[config.mk]
export PLATFORM = sky130hd
export DESIGN_NAME = clock_mode_control
export DESIGN_NICKNAME = d
export VERILOG_FILES = /design/src/hdl/clock_mode_pkg.sv /design/src/hdl/clock_mode_control.sv
export SDC_FILE = /design/constraint.sdc
export NUM_CORES = 1
export LEC_CHECK = 0
export BUFFER_PORTS_ARGS = -buffer_cell sky130_fd_sc_hd__buf_2
export CAP_MARGIN = 20
export CORE_ASPECT_RATIO = 1.4
export CORE_MARGIN = 2
export CORE_UTILIZATION = 46
export DETAILED_ROUTE_END_ITERATION = 8
export PLACE_DENSITY = 0.79
export REMOVE_ABC_BUFFERS = 1
export SLEW_MARGIN = 20
export SYNTH_ARGS = -nofsm -noshare
export SYNTH_HDL_FRONTEND = slang
export SYNTH_SLANG_ARGS = --single-unit
[constraint.sdc]
create_clock -name hclk -period 3.15 [get_ports hclk]
set_input_delay 0.63 -clock hclk [delete_from_list [all_inputs] [get_ports hclk]]
set_output_delay 0.63 -clock hclk [all_outputs]
set_load 0.1 [all_outputs]
[src/hdl/clock_mode_pkg.sv]
// Package for the disc decoder clock and mode control block.
// Assumes a single 200 MHz bus clock; constants for the top module and bench, loop_rst and speed_div_pos unused.
package clock_mode_pkg;
  localparam logic [7:0] speed_off = 8'h00;
  localparam logic [7:0] slicer_off = 8'h04;
  localparam logic [7:0] loop_bw_off = 8'h08;
  localparam logic [7:0] loop_eq_off = 8'h0c;
  localparam logic [7:0] offtrack_off = 8'h10;
  localparam logic [7:0] lock_off = 8'h14;
  localparam logic [7:0] shadow_off = 8'h18;
  localparam logic [7:0] status_off = 8'h1c;
  localparam logic [3:0] speed_rst = 4'h0;
  localparam logic [3:0] slicer_rst = 4'h8;
  localparam logic [3:0] loop_rst = 4'h0;
  localparam int speed_hi_pos = 3;
  localparam int speed_div_pos = 2;
  localparam logic [1:0] standby_none = 2'h0;
  localparam logic [1:0] standby_stop = 2'h1;
  localparam logic [1:0] standby_pause = 2'h2;
  localparam logic [1:0] xtal_33m = 2'h0;
  localparam logic [1:0] xtal_16m = 2'h1;
  localparam logic [1:0] xtal_8m = 2'h2;
  localparam logic [2:0] slice_x1 = 3'h1;
  localparam logic [2:0] slice_x4 = 3'h4;
  localparam logic [3:0] slice_x8 = 4'h8;
  localparam logic [1:0] mcu_sel_11m = 2'h0;
  localparam logic [1:0] mcu_sel_5m6 = 2'h1;
  localparam logic [1:0] mcu_sel_4m2 = 2'h2;
  localparam int sync_stages = 3;

  typedef struct packed {
    logic bit_clk;
    logic word_clk;
    logic data;
    logic c2_err;
    logic biphase;
  } audio_pins_type;

  typedef struct packed {
    logic a;
    logic b;
  } motor_pins_type;
endpackage : clock_mode_pkg

[src/hdl/clock_mode_control.sv]
// Clock and operating-mode control for a disc decoder, with AHB-Lite slave.
// Assumes the core supplies audio, motor and servo signals on hclk; the
// crystal choice is a board strap and the off-track pin is asynchronous.
//
// Notes on behaviour
// - Only single and double disc speed exist.
// - Top two speed bits choose speed and crystal division.
// - MCU clock is 5.6448 MHz on 16.9344 MHz without multiplier.
// - MCU clock reaches its pin only after shadow enable is set.
// - Lock-to-disc bypasses the FIFO and scales audio clocks to disc.
// - Disc speed tracked only between quarter and full nominal.
// - A configuration register bit switches lock-to-disc.
// - Two standby modes from speed register; core keeps running.
// - Stop standby switches off most inputs and outputs.
// - Pause standby kills audio, keeps motor and subcode running.
// - Motor pins float in stop standby and reset, run in pause.
// - Audio pins tri-state in both standby modes.
// - Bus, crystal, system clock, versatile, flag pins unaffected.
// - Slicer samples x1, or x4/x8 with multiplier and field top bit low.
// - Bit loop steers slice current into external capacitor.
// - Bit loop internal; bandwidth and equalization from two registers.
// - Off-track from servo with polarity, or from versatile input.
// - Off-track high marks all incoming channel data bad.
// - MCU clock pin shows 11.2896, 5.6448 or 4.2336 MHz.
//
// The AHB-Lite slave port and the address map were left to the implementer.
`timescale 1ns/1ps
`default_nettype none
module clock_mode_control #(
  parameter int loop_width = 4
) (
  input wire logic hclk,
  input wire logic hresetn,
  input wire logic hsel,
  input wire logic [7:0] haddr,
  input wire logic [1:0] htrans,
  input wire logic hwrite,
  input wire logic [2:0] hsize,
  input wire logic [31:0] hwdata,
  input wire logic hready,
  output logic [31:0] hrdata,
  output logic hreadyout,
  output logic hresp,
  input wire logic [1:0] crystal_select,
  input wire logic multiplier_enable_pin,
  input wire logic versatile_in_a,
  input wire logic servo_offtrack,
  input wire logic focus_polarity_param,
  input wire logic slice_up,
  input wire logic slice_down,
  input wire logic disc_rate_ok,
  input wire logic disc_rate_low,
  input wire logic hf_data_err_in,
  input wire clock_mode_pkg::audio_pins_type audio_in,
  input wire clock_mode_pkg::motor_pins_type motor_in,
  output clock_mode_pkg::audio_pins_type audio_out,
  output clock_mode_pkg::audio_pins_type audio_oe,
  output clock_mode_pkg::motor_pins_type motor_out,
  output clock_mode_pkg::motor_pins_type motor_oe,
  output logic mcu_clock_out,
  output logic mcu_clock_oe,
  output logic double_speed,
  output logic [1:0] crystal_div_sel,
  output logic [3:0] slicer_rate,
  output logic slice_src_q_up,
  output logic slice_src_q_down,
  output logic [loop_width-1:0] loop_bandwidth,
  output logic [loop_width-1:0] loop_equalization,
  output logic fifo_bypass,
  output logic audio_rate_follow,
  output logic hf_data_err_out,
  output logic subcode_enable,
  output logic stop_standby,
  output logic hot_pause_standby
);
  // Loop settings each sit in a small field of their own bus word, so keep them narrow
  if (loop_width < 1 || loop_width > 8)
  begin : g_width_check
    $error("loop_width must be 1 to 8");
  end

  logic [3:0] speed_q;
  logic [3:0] slicer_cfg_q;
  logic [loop_width-1:0] bw_q;
  logic [loop_width-1:0] eq_q;
  logic offtrack_sel_q;
  logic lock_q;
  logic shadow_q;
  logic wr_pend_q;
  logic [7:0] wr_addr_q;
  logic rd_pend_q;
  logic [7:0] rd_addr_q;
  localparam int sync_len = clock_mode_pkg::sync_stages;
  logic [sync_len-1:0] v1_sync_q;
  logic v1_level_q;
  logic [1:0] div_q;
  logic mcu_clk_q;
  logic [1:0] standby;
  logic [1:0] mcu_sel;
  logic offtrack;
  logic take;

  // Address phase capture; every transfer answers OKAY with no wait state
  assign take = hsel && hready && htrans[1];

  always_ff @(posedge hclk or negedge hresetn)
  begin
    if (!hresetn)
    begin
      wr_pend_q <= 1'b0;
      rd_pend_q <= 1'b0;
      wr_addr_q <= 8'h00;
      rd_addr_q <= 8'h00;
    end
    else
    begin
      wr_pend_q <= take && hwrite;
      rd_pend_q <= take && !hwrite;
      if (take)
      begin
        wr_addr_q <= haddr;
        rd_addr_q <= haddr;
      end
    end
  end

  always_ff @(posedge hclk or negedge hresetn)
  begin
    if (!hresetn)
    begin
      hreadyout <= 1'b1;
      hresp <= 1'b0;
    end
    else
    begin
      hreadyout <= 1'b1;
      hresp <= 1'b0;
    end
  end

  // Register writes take effect at the end of the data phase
  always_ff @(posedge hclk or negedge hresetn)
  begin
    if (!hresetn)
    begin
      speed_q <= clock_mode_pkg::speed_rst;
      slicer_cfg_q <= clock_mode_pkg::slicer_rst;
      bw_q <= '0;
      eq_q <= '0;
      offtrack_sel_q <= 1'b0;
      lock_q <= 1'b0;
      shadow_q <= 1'b0;
    end
    else if (wr_pend_q)
    begin
      unique case (wr_addr_q)
        clock_mode_pkg::speed_off: speed_q <= hwdata[3:0];
        clock_mode_pkg::slicer_off: slicer_cfg_q <= hwdata[3:0];
        clock_mode_pkg::loop_bw_off: bw_q <= hwdata[loop_width-1:0];
        clock_mode_pkg::loop_eq_off: eq_q <= hwdata[loop_width-1:0];
        clock_mode_pkg::offtrack_off: offtrack_sel_q <= hwdata[0];
        clock_mode_pkg::lock_off: lock_q <= hwdata[0];
        clock_mode_pkg::shadow_off: shadow_q <= hwdata[0];
        default: ;
      endcase
    end
  end

  // Reads return the word in the data phase; unmapped reads as zero
  always_ff @(posedge hclk or negedge hresetn)
  begin
    if (!hresetn)
      hrdata <= 32'h0000_0000;
    else if (take && !hwrite)
    begin
      unique case (haddr)
        clock_mode_pkg::speed_off: hrdata <= {28'h0, speed_q};
        clock_mode_pkg::slicer_off: hrdata <= {28'h0, slicer_cfg_q};
        clock_mode_pkg::loop_bw_off: hrdata <= 32'(bw_q);
        clock_mode_pkg::loop_eq_off: hrdata <= 32'(eq_q);
        clock_mode_pkg::offtrack_off: hrdata <= {31'h0, offtrack_sel_q};
        clock_mode_pkg::lock_off: hrdata <= {31'h0, lock_q};
        clock_mode_pkg::shadow_off: hrdata <= {31'h0, shadow_q};
        clock_mode_pkg::status_off:
          hrdata <= {26'h0, hot_pause_standby, stop_standby,
                     hf_data_err_out, audio_rate_follow, double_speed,
                     v1_level_q};
        default: hrdata <= 32'h0000_0000;
      endcase
    end
  end

  // Low speed bits: 01 stop standby, 10 pause standby, others run
  always_comb
  begin
    unique case (speed_q[1:0])
      2'h1: standby = clock_mode_pkg::standby_stop;
      2'h2: standby = clock_mode_pkg::standby_pause;
      default: standby = clock_mode_pkg::standby_none;
    endcase
  end

  always_ff @(posedge hclk or negedge hresetn)
  begin
    if (!hresetn)
    begin
      stop_standby <= 1'b0;
      hot_pause_standby <= 1'b0;
      subcode_enable <= 1'b1;
    end
    else
    begin
      stop_standby <= standby == clock_mode_pkg::standby_stop;
      hot_pause_standby <= standby == clock_mode_pkg::standby_pause;
      subcode_enable <= standby != clock_mode_pkg::standby_stop;
    end
  end

  // Speed and division come only from the upper two bits
  always_ff @(posedge hclk or negedge hresetn)
  begin
    if (!hresetn)
    begin
      double_speed <= 1'b0;
      crystal_div_sel <= 2'h0;
    end
    else
    begin
      double_speed <= speed_q[clock_mode_pkg::speed_hi_pos];
      crystal_div_sel <= speed_q[3:2];
    end
  end

  // Slicer rate: the multiplier only helps on 16.9344 or 8.4672 MHz sources
  always_ff @(posedge hclk or negedge hresetn)
  begin
    if (!hresetn)
      slicer_rate <= 4'(clock_mode_pkg::slice_x1);
    else if (multiplier_enable_pin && !slicer_cfg_q[3])
    begin
      if (crystal_select == clock_mode_pkg::xtal_16m)
        slicer_rate <= 4'(clock_mode_pkg::slice_x4);
      else if (crystal_select == clock_mode_pkg::xtal_8m)
        slicer_rate <= clock_mode_pkg::slice_x8;
      else
        slicer_rate <= 4'(clock_mode_pkg::slice_x1);
    end
    else
      slicer_rate <= 4'(clock_mode_pkg::slice_x1);
  end

  // Slice level current source, never up and down together
  always_ff @(posedge hclk or negedge hresetn)
  begin
    if (!hresetn)
    begin
      slice_src_q_up <= 1'b0;
      slice_src_q_down <= 1'b0;
    end
    else
    begin
      slice_src_q_up <= slice_up && !slice_down;
      slice_src_q_down <= slice_down && !slice_up;
    end
  end

  always_ff @(posedge hclk or negedge hresetn)
  begin
    if (!hresetn)
    begin
      loop_bandwidth <= '0;
      loop_equalization <= '0;
    end
    else
    begin
      loop_bandwidth <= bw_q;
      loop_equalization <= eq_q;
    end
  end

  // Lock-to-disc follows the disc only inside the 25 to 100 percent band
  always_ff @(posedge hclk or negedge hresetn)
  begin
    if (!hresetn)
    begin
      fifo_bypass <= 1'b0;
      audio_rate_follow <= 1'b0;
    end
    else
    begin
      fifo_bypass <= lock_q;
      audio_rate_follow <= lock_q && disc_rate_ok && !disc_rate_low;
    end
  end

  // Versatile input is asynchronous: three stages, last two must agree
  always_ff @(posedge hclk or negedge hresetn)
  begin
    if (!hresetn)
    begin
      v1_sync_q <= '0;
      v1_level_q <= 1'b0;
    end
    else
    begin
      v1_sync_q <= {v1_sync_q[sync_len-2:0], versatile_in_a};
      if (v1_sync_q[sync_len-1] == v1_sync_q[sync_len-2])
        v1_level_q <= v1_sync_q[sync_len-1];
    end
  end

  assign offtrack = offtrack_sel_q ? v1_level_q
                  : (servo_offtrack ^ focus_polarity_param);

  always_ff @(posedge hclk or negedge hresetn)
  begin
    if (!hresetn)
      hf_data_err_out <= 1'b0;
    else
      hf_data_err_out <= hf_data_err_in || offtrack;
  end

  // MCU clock rate selection
  always_comb
  begin
    if (crystal_select == clock_mode_pkg::xtal_16m && !multiplier_enable_pin)
      mcu_sel = clock_mode_pkg::mcu_sel_5m6;
    else if (slicer_cfg_q[0])
      mcu_sel = clock_mode_pkg::mcu_sel_4m2;
    else
      mcu_sel = clock_mode_pkg::mcu_sel_11m;
  end

  // Toggle divider stands in for the crystal-derived clock on this model
  always_ff @(posedge hclk or negedge hresetn)
  begin
    if (!hresetn)
    begin
      div_q <= 2'h0;
      mcu_clk_q <= 1'b0;
    end
    else
    begin
      div_q <= div_q + 2'h1;
      if (mcu_sel == clock_mode_pkg::mcu_sel_11m || div_q == 2'h3)
        mcu_clk_q <= !mcu_clk_q;
    end
  end

  // Clock, versatile and flag pins ignore standby entirely
  always_ff @(posedge hclk or negedge hresetn)
  begin
    if (!hresetn)
    begin
      mcu_clock_out <= 1'b0;
      mcu_clock_oe <= 1'b0;
    end
    else
    begin
      mcu_clock_out <= shadow_q && mcu_clk_q;
      mcu_clock_oe <= shadow_q;
    end
  end

  // Motor pins float in stop standby and under reset
  always_ff @(posedge hclk or negedge hresetn)
  begin
    if (!hresetn)
    begin
      motor_out <= '0;
      motor_oe <= '0;
    end
    else
    begin
      motor_out <= motor_in;
      motor_oe <= stop_standby ? 2'b00 : 2'b11;
    end
  end

  // Audio pins float in either standby
  always_ff @(posedge hclk or negedge hresetn)
  begin
    if (!hresetn)
    begin
      audio_out <= '0;
      audio_oe <= '1;
    end
    else
    begin
      audio_out <= audio_in;
      audio_oe <= (stop_standby || hot_pause_standby) ? '0 : '1;
    end
  end
endmodule : clock_mode_control
`default_nettype wire

==> results.tsv, run 1 <==
stage	metric	value	unit
die	core	0.00630	mm²
synth	synth_top_area_share	57.2	%
placement	gp_congestion	0.807	
die	rows	34	
clock_network	ctsHtreeMaxLevel	3	
route	wl	5340	µm
synth	synthTopCellsByArea	dfrtp_1 (57%), mux2_2 (9.0%), buf_4 (8.7%)	
timing	drv_slew	0	
timing	worstMarginPinSlew	0.687	ns
worst_setup_path	critPathArrivalTime	2.55	ns
cells_and_area	multi_input_area	986	µm²
synth	synth_cells	221	
synth	synth_cell_types	42	
worst_setup_path	crit_fanout	4	
die	die_area	0.00723	mm²
power	ir_drop	0.000271	V
synth	synth_edf_count	0	
timing	grt_setup_unrepaired	false	
cells_and_area	diodes	0	
clock_network	holdBufCountCts	0	
die	die_y	99.8	µm
cells_and_area	drive_gt1_share	44.3	%
worst_setup_path	critPathLaunchType	flop	
timing	setup_tns	0	ns
cells_and_area	final_nets	373	
timing	finalSetupViolCount	0	
worst_setup_path	cp_cell_sequence	or4_4 -> or3b_4 -> or4b_4 -> mux2_4	
synth	yosysMostFrequentCell	dfrtp_1	
synth	yosys_register_bits	73	
route	drt_iter0_markers	105	
worst_setup_path	slowest_stage	or4b_4	
synth	yosys.area.top_type	dfrtp_1	
global_routing	grt_pass1_vias	1852	
worst_setup_path	cpPeakStageDelay	0.59	ns
power	power.density	651	mW/mm²
synth	synth_warnings	0	
route	drtAntennaViolNets	0	
power	total_power	2.31	mW
die	ioPinCount	141	
route	post_drt_wl_per_cell	14.1	µm
die	start_util	47.9	%
worst_setup_path	end_kind	flop	
global_routing	grt_first_pass_wirelength	8690	µm
worst_setup_path	r2r_slack	0.81	ns
cells_and_area	stdcell_count	379	
synth	synth_area_per_cell	13.6	µm²
global_routing	grt_use_total	15.9	%
placement	dpl.cell_count	363	
clock_network	cts_resized	0	
global_routing	overflow	0	
timing	skew	0.00896	ns
clock_network	cts.sinks	73	
route	vias	1823	
timing	fmaxAchievable	0.428	GHz
route	dr.pass1.iters	4	
worst_setup_path	path_delay_family	simple AND/OR/NAND/NOR gates	
clock_network	postCtsSetupBuffers	0	
worst_setup_path	criticalPathCategory	flop to flop	
min_path	hold_class	input pin to asynchronous set/reset pin	
clock_network	clkTransAtPathRegs	0.07	ns
synth	yosys-top-cells-count	dfrtp_1 (69), buf_4 (35), mux2_2 (24)	
timing	hold_viol	0	
cells_and_area	filler_cell_count	564	
worst_setup_path	critical_path_depth	4	
synth	ys_async_sr_fraction	100	%
route	drc_errors	0	
timing	fin_ws	0.812	ns
clock_network	clockBufferDepth	2	
status	outcome	completed	
placement	post-place-ws	0.819	ns
clock_network	clock_latency	0.33	ns
placement	dpl.hpwl	4100	µm
synth	synth-main-ff-cell	dfrtp_1	
synth	ys_seq_area_share	60.7	%
worst_setup_path	r2r_start	wr_addr_q[1]	
placement	numPortBuffers	79	
die	fp.dieW	72.4	µm
worst_setup_path	worstReg2RegEnd	slicer_cfg_q[1]	
synth	synth_area	0.00302	mm²
worst_setup_path	rr_worst_depth	4	
worst_setup_path	worst_ep_required_time	3.36	ns
timing	slew_headroom	54.2	%
cells_and_area	seq_area	0.00183	mm²
global_routing	antenna_found_initial	0	
timing	fin_crit	2.34	ns
flow_run	drv_cap	0	
timing	whs	0.331	ns
worst_setup_path	path_buf_inv	0	
route	via_per_inst	4.81	
clock_network	tritoncts	built	
clock_network	cts_inserted_buffers	9	
cells_and_area	synthToLayoutAreaGrowth	17.5	%
timing	post-route-period-util	74.2	%
global_routing	grt_max_degree	33	
power	cellLeakagePower	1.83	nW
clock_network	root_buffer	clkbuf_8	
[power by group]
group | switching, mW | internal (mW)
Combinational | 0.445 | 0.0907
Sequential | 0.0464 | 1.00
Clock | 0.312 | 0.407
[area by class of cell]
cell class	instances	share of cell area, %
Clock inverter	3	1.13
Clock buffer	13	4.48
Multi-Input combinational cell	130	27.8
Sequential cell	73	51.7
Inverter	7	0.742
Tap cell	72	2.54
Timing Repair Buffer	81	11.6
[routing by layer]
layer / GRT usage [%] / vias up / share of wire (%)
met5: 0 / - / 0
met4: 9.26 / 0 / 3.1
met3: 3.92 / 13 / 4.5
met2: 25.8 / 56 / 53
met1: 19.1 / 892 / 39
li1: - / 862 / -
[state kept, by name (all words and copies together) (netlist names), 4 cells and up]
signal             flops
bw_q                   4
eq_q                   4
loop_equalization      4
loop_bandwidth         4
slicer_cfg_q           4
wr_addr_q              8
speed_q                4
hrdata                 6
audio_out              5
[stage by stage]
| stage | instance area [µm²] | util (%) |
|---|---|---|
| 6_report | 3540 | 56.3 |
| 5_1_grt | 3540 | 56.3 |
| 4_1_cts | 3540 | 56.3 |
| 3_5_place_dp | 3340 | 53.1 |
| 3_3_place_gp | 3340 | 53.1 |
| 2_1_floorplan | 2840 | - |
[worst max path at each step]
stage                     slack, ns               to         start
after global placement         0.84  slicer_cfg_q[0]  wr_addr_q[1]
after global routing           0.76       speed_q[0]  wr_addr_q[1]
after CTS                      0.80          bw_q[0]  wr_addr_q[1]
after floorplan                0.37      audio_oe[0]   audio_oe[0]
after detailed placement       0.82          bw_q[0]  wr_addr_q[1]
final                          0.81  slicer_cfg_q[1]  wr_addr_q[1]
[cell usage in the layout, fill, tap and decap left out, types with 2 or more instances in the layout]
| cell type | Yosys | routed |
|---|---|---|
| conb_1 | 2 | 29 |
| o21ai_0 | 2 | 2 |
| nor2_1 | 6 | 6 |
| clkinv_2 | 0 | 2 |
| o22ai_1 | 2 | 2 |
| mux2i_1 | 7 | 7 |
| inv_1 | 7 | 7 |
| a22oi_1 | 2 | 2 |
| dfrtp_1 | 69 | 69 |
| and2_1 | 3 | 3 |
| nand2_1 | 7 | 7 |
| clkbuf_1 | 2 | 2 |
| nor2b_1 | 4 | 4 |
| a22o_1 | 4 | 4 |
| mux2_4 | 4 | 4 |
| buf_4 | 35 | 2 |
| nor3_1 | 3 | 3 |
| buf_2 | 0 | 79 |
| nand2b_1 | 2 | 2 |
| nor4_1 | 3 | 3 |
| or3_1 | 3 | 3 |
| mux2_2 | 24 | 24 |
| clkbuf_8 | 0 | 11 |
| dfstp_2 | 4 | 4 |
| ha_1 | 3 | 3 |
| nand3_1 | 4 | 4 |
[kinds of logic after synthesis]
| family | synth area share [%] |
|---|---|
| multiplexers | 14.0 |
| flip-flops | 60.7 |
| AO/OA/AOI/OAI | 3.15 |
| buffers and inverters | 9.95 |
| other | 0.249 |
| XOR/XNOR | 0.581 |
| AND/OR/NAND/NOR | 9.75 |
| adder cells (fa/ha/maj) | 1.58 |
(Power assumes the default switching activity.)
==> inputs of run 2 (changes only) <==
==> constraint.sdc (replaced) <==
create_clock -name hclk -period 2.2 [get_ports hclk]
set_input_delay 0.44 -clock hclk [delete_from_list [all_inputs] [get_ports hclk]]
set_output_delay 0.44 -clock hclk [all_outputs]
set_load 0.1 [all_outputs]
==> run 2 against run 1 <==
Against the previous run:
- the run now ends with setup timing left
- core utilization up 1.6 points
- critical path depth unchanged
- sequential power up 43%
- clock skew down 0.0010 ns
- non-clock buffer count up 7
==> results.tsv, run 2 (same netlist as run 1, synthesis figures left out) <==
stage	metric	value	unit
worst_setup_path	critPathArrivalTime	2.53	ns
worst_setup_path	crit_fanout	4	
clock_network	clockBufferDepth	2	
timing	fin_crit	2.30	ns
die	start_util	47.9	%
power	pwr-share-clk	32.1	%
timing	drv_slew	0	
die	ioPinCount	141	
power	cellLeakagePower	1.88	nW
placement	dpl.hpwl	4020	µm
route	dr_wl_met3	242	µm
route	maxUsedRoutingLayer	met4	
placement	numPortBuffers	79	
die	core	0.00630	mm²
route	dr_wl_met2	2950	µm
power	power.density	922	mW/mm²
clock_network	cts_inserted_buffers	9	
cells_and_area	postLayoutCoreUtil	57.9	%
timing	skew	0.00797	ns
worst_setup_path	worstReg2RegEnd	slicer_cfg_q[1]	
worst_setup_path	cp_cell_sequence	or4_4 -> or3b_4 -> or4b_4 -> mux2_4	
die	rows	34	
global_routing	grt_first_pass_wirelength	8950	µm
cells_and_area	regMostFlops	wr_addr_q	
worst_setup_path	path_buf_inv	0	
worst_setup_path	r2r_start	wr_addr_q[1]	
timing	post-route-period-util	105	%
clock_network	clock_latency	0.34	ns
worst_setup_path	rr_worst_depth	4	
cells_and_area	top_regs	wr_addr_q x8, hrdata x6, audio_out x5	
power	ir_drop	0.000381	V
timing	finalSetupViolCount	8	
route	dr.pass1.iters	4	
route	vias	1875	
clock_network	cts.sinks	73	
timing	grt_setup_unrepaired	true	
power	combPwrFrac	23.2	%
global_routing	antenna_found_initial	0	
global_routing	grt_pass1_vias	1917	
status	outcome	finished with violations	
power	p_int	2.19	mW
clock_network	tritoncts	built	
clock_network	root_buffer	clkbuf_8	
timing	fin_ws	-0.104	ns
worst_setup_path	r2r_slack	-0.10	ns
min_path	hold_class	input pin to asynchronous set/reset pin	
worst_setup_path	end_kind	flop	
cells_and_area	synthToLayoutAreaGrowth	20.8	%
worst_setup_path	path_delay_family	simple AND/OR/NAND/NOR gates	
cells_and_area	drive_gt1_share	45.5	%
global_routing	overflow	0	
route	met1Wirelength	2130	µm
worst_setup_path	cpPeakStageDelay	0.55	ns
route	wl	5490	µm
power	p_sw_share	34.7	%
power	seqPwrFrac	44.8	%
flow_run	drv_cap	0	
die	die_area	0.00723	mm²
cells_and_area	diodes	0	
die	die_y	99.8	µm
worst_setup_path	critPathLaunchType	flop	
route	drtAntennaViolNets	0	
global_routing	grt_use_total	16.5	%
cells_and_area	largest_reg_flops	8	
cells_and_area	mostFrequentLayoutCells	buf_2 (79), dfrtp_1 (69), conb_1 (29)	
worst_setup_path	slowest_stage	or4b_4	
route	drt_iter0_markers	142	
clock_network	clkTransAtPathRegs	0.07	ns
route	via_per_inst	4.86	
route	drc_errors	0	
route	post_drt_wl_per_cell	14.2	µm
placement	gp_congestion	0.830	
timing	fmaxAchievable	0.434	GHz
cells_and_area	final_common_cell	buf_2	
timing	whs	0.115	ns
die	fp.dieW	72.4	µm
global_routing	grt_max_degree	74	
cells_and_area	final_nets	380	
worst_setup_path	worst_ep_required_time	2.42	ns
worst_setup_path	criticalPathCategory	flop to flop	
status	violations	setup timing	
clock_network	ctsHtreeMaxLevel	3	
timing	hold_viol	0	
power	netSwitchingPower	1.17	mW
[run 2: cell count changes in the layout (fill, tap and decap cells not counted), sizes merged]
cell	before	now
buf	81	88
clkinv	2	0
clkbuf	13	14
clkinvlp	0	1
[run 2: worst max-delay path by stage]
stage,from,endpoint,slack (ns),cells after the start
floorplan,audio_oe[0],audio_oe[0],-0.39,0
global placement,wr_addr_q[1],slicer_cfg_q[0],-0.11,4
detailed placement,wr_addr_q[1],slicer_cfg_q[0],-0.13,4
CTS,wr_addr_q[1],slicer_cfg_q[1],-0.12,4
global route,wr_addr_q[1],slicer_cfg_q[1],-0.14,4
finish,wr_addr_q[1],slicer_cfg_q[1],-0.10,4
[run 2: layout make-up]
cell class | instances | area [µm²]
clock buffer | 14 | 173
clock inverter | 2 | 37.5
fill | 525 | 2650
inverter | 7 | 26.3
multi-input combinational | 130 | 1010
sequential | 73 | 1830
tap | 72 | 90.1
timing repair buffer | 88 | 475
[run 2: stage by stage]
| step | cells | cell area (µm²) | setup TNS (ns) | power [mW] | worst slack, ns |
|---|---|---|---|---|---|
| 6_report | 386 | 3640 | -0.459 | 3.36 | -0.104 |
| 5_1_grt | 386 | 3640 | -1.02 | 3.50 | -0.142 |
| 4_1_cts | 385 | 3620 | -1.06 | 3.39 | -0.116 |
| 3_5_place_dp | 369 | 3400 | -1.04 | 2.31 | -0.130 |
| 3_3_place_gp | 369 | 3400 | -0.854 | 2.29 | -0.115 |
| 2_1_floorplan | 210 | 2840 | -2.11 | 2.15 | -0.392 |
[run 2: what timing repair did]
action | CTS | global route
hold buffers | 0 | 0
setup buffers | 0 | 1
cloned | 0 | 0
endpoints found under the hold margin | 0 | 0
pin swaps | 2 | 1
gates resized for setup | 1 | 5
endpoints found under the setup margin | 17 | 18
[run 2: power by group through the flow]
| stage | clock network [mW] | registers (mW) | logic, mW |
|---|---|---|---|
| final | 1.08 | 1.50 | 0.779 |
| after global placement | 0 | 1.52 | 0.770 |
| after detailed placement | 0 | 1.53 | 0.777 |
| after CTS | 1.11 | 1.50 | 0.780 |
| after global routing | 1.17 | 1.52 | 0.814 |
| after floorplan | 0 | 1.83 | 0.318 |
[run 2: worst reg2reg max path: stages (launching register included)]
cell and delay [ns]:
dfrtp_1 0.38, or4_4 0.53, or3b_4 0.40, or4b_4 0.55, mux2_4 0.32
[run 2: routing by layer]
| layer | vias to the layer above | global-route usage (%) |
|---|---|---|
| met3 | 13 | 5.02 |
| met4 | 0 | 8.40 |
| li1 | 872 | - |
| met2 | 61 | 26.7 |
| met1 | 929 | 19.8 |
| met5 | - | 0 |
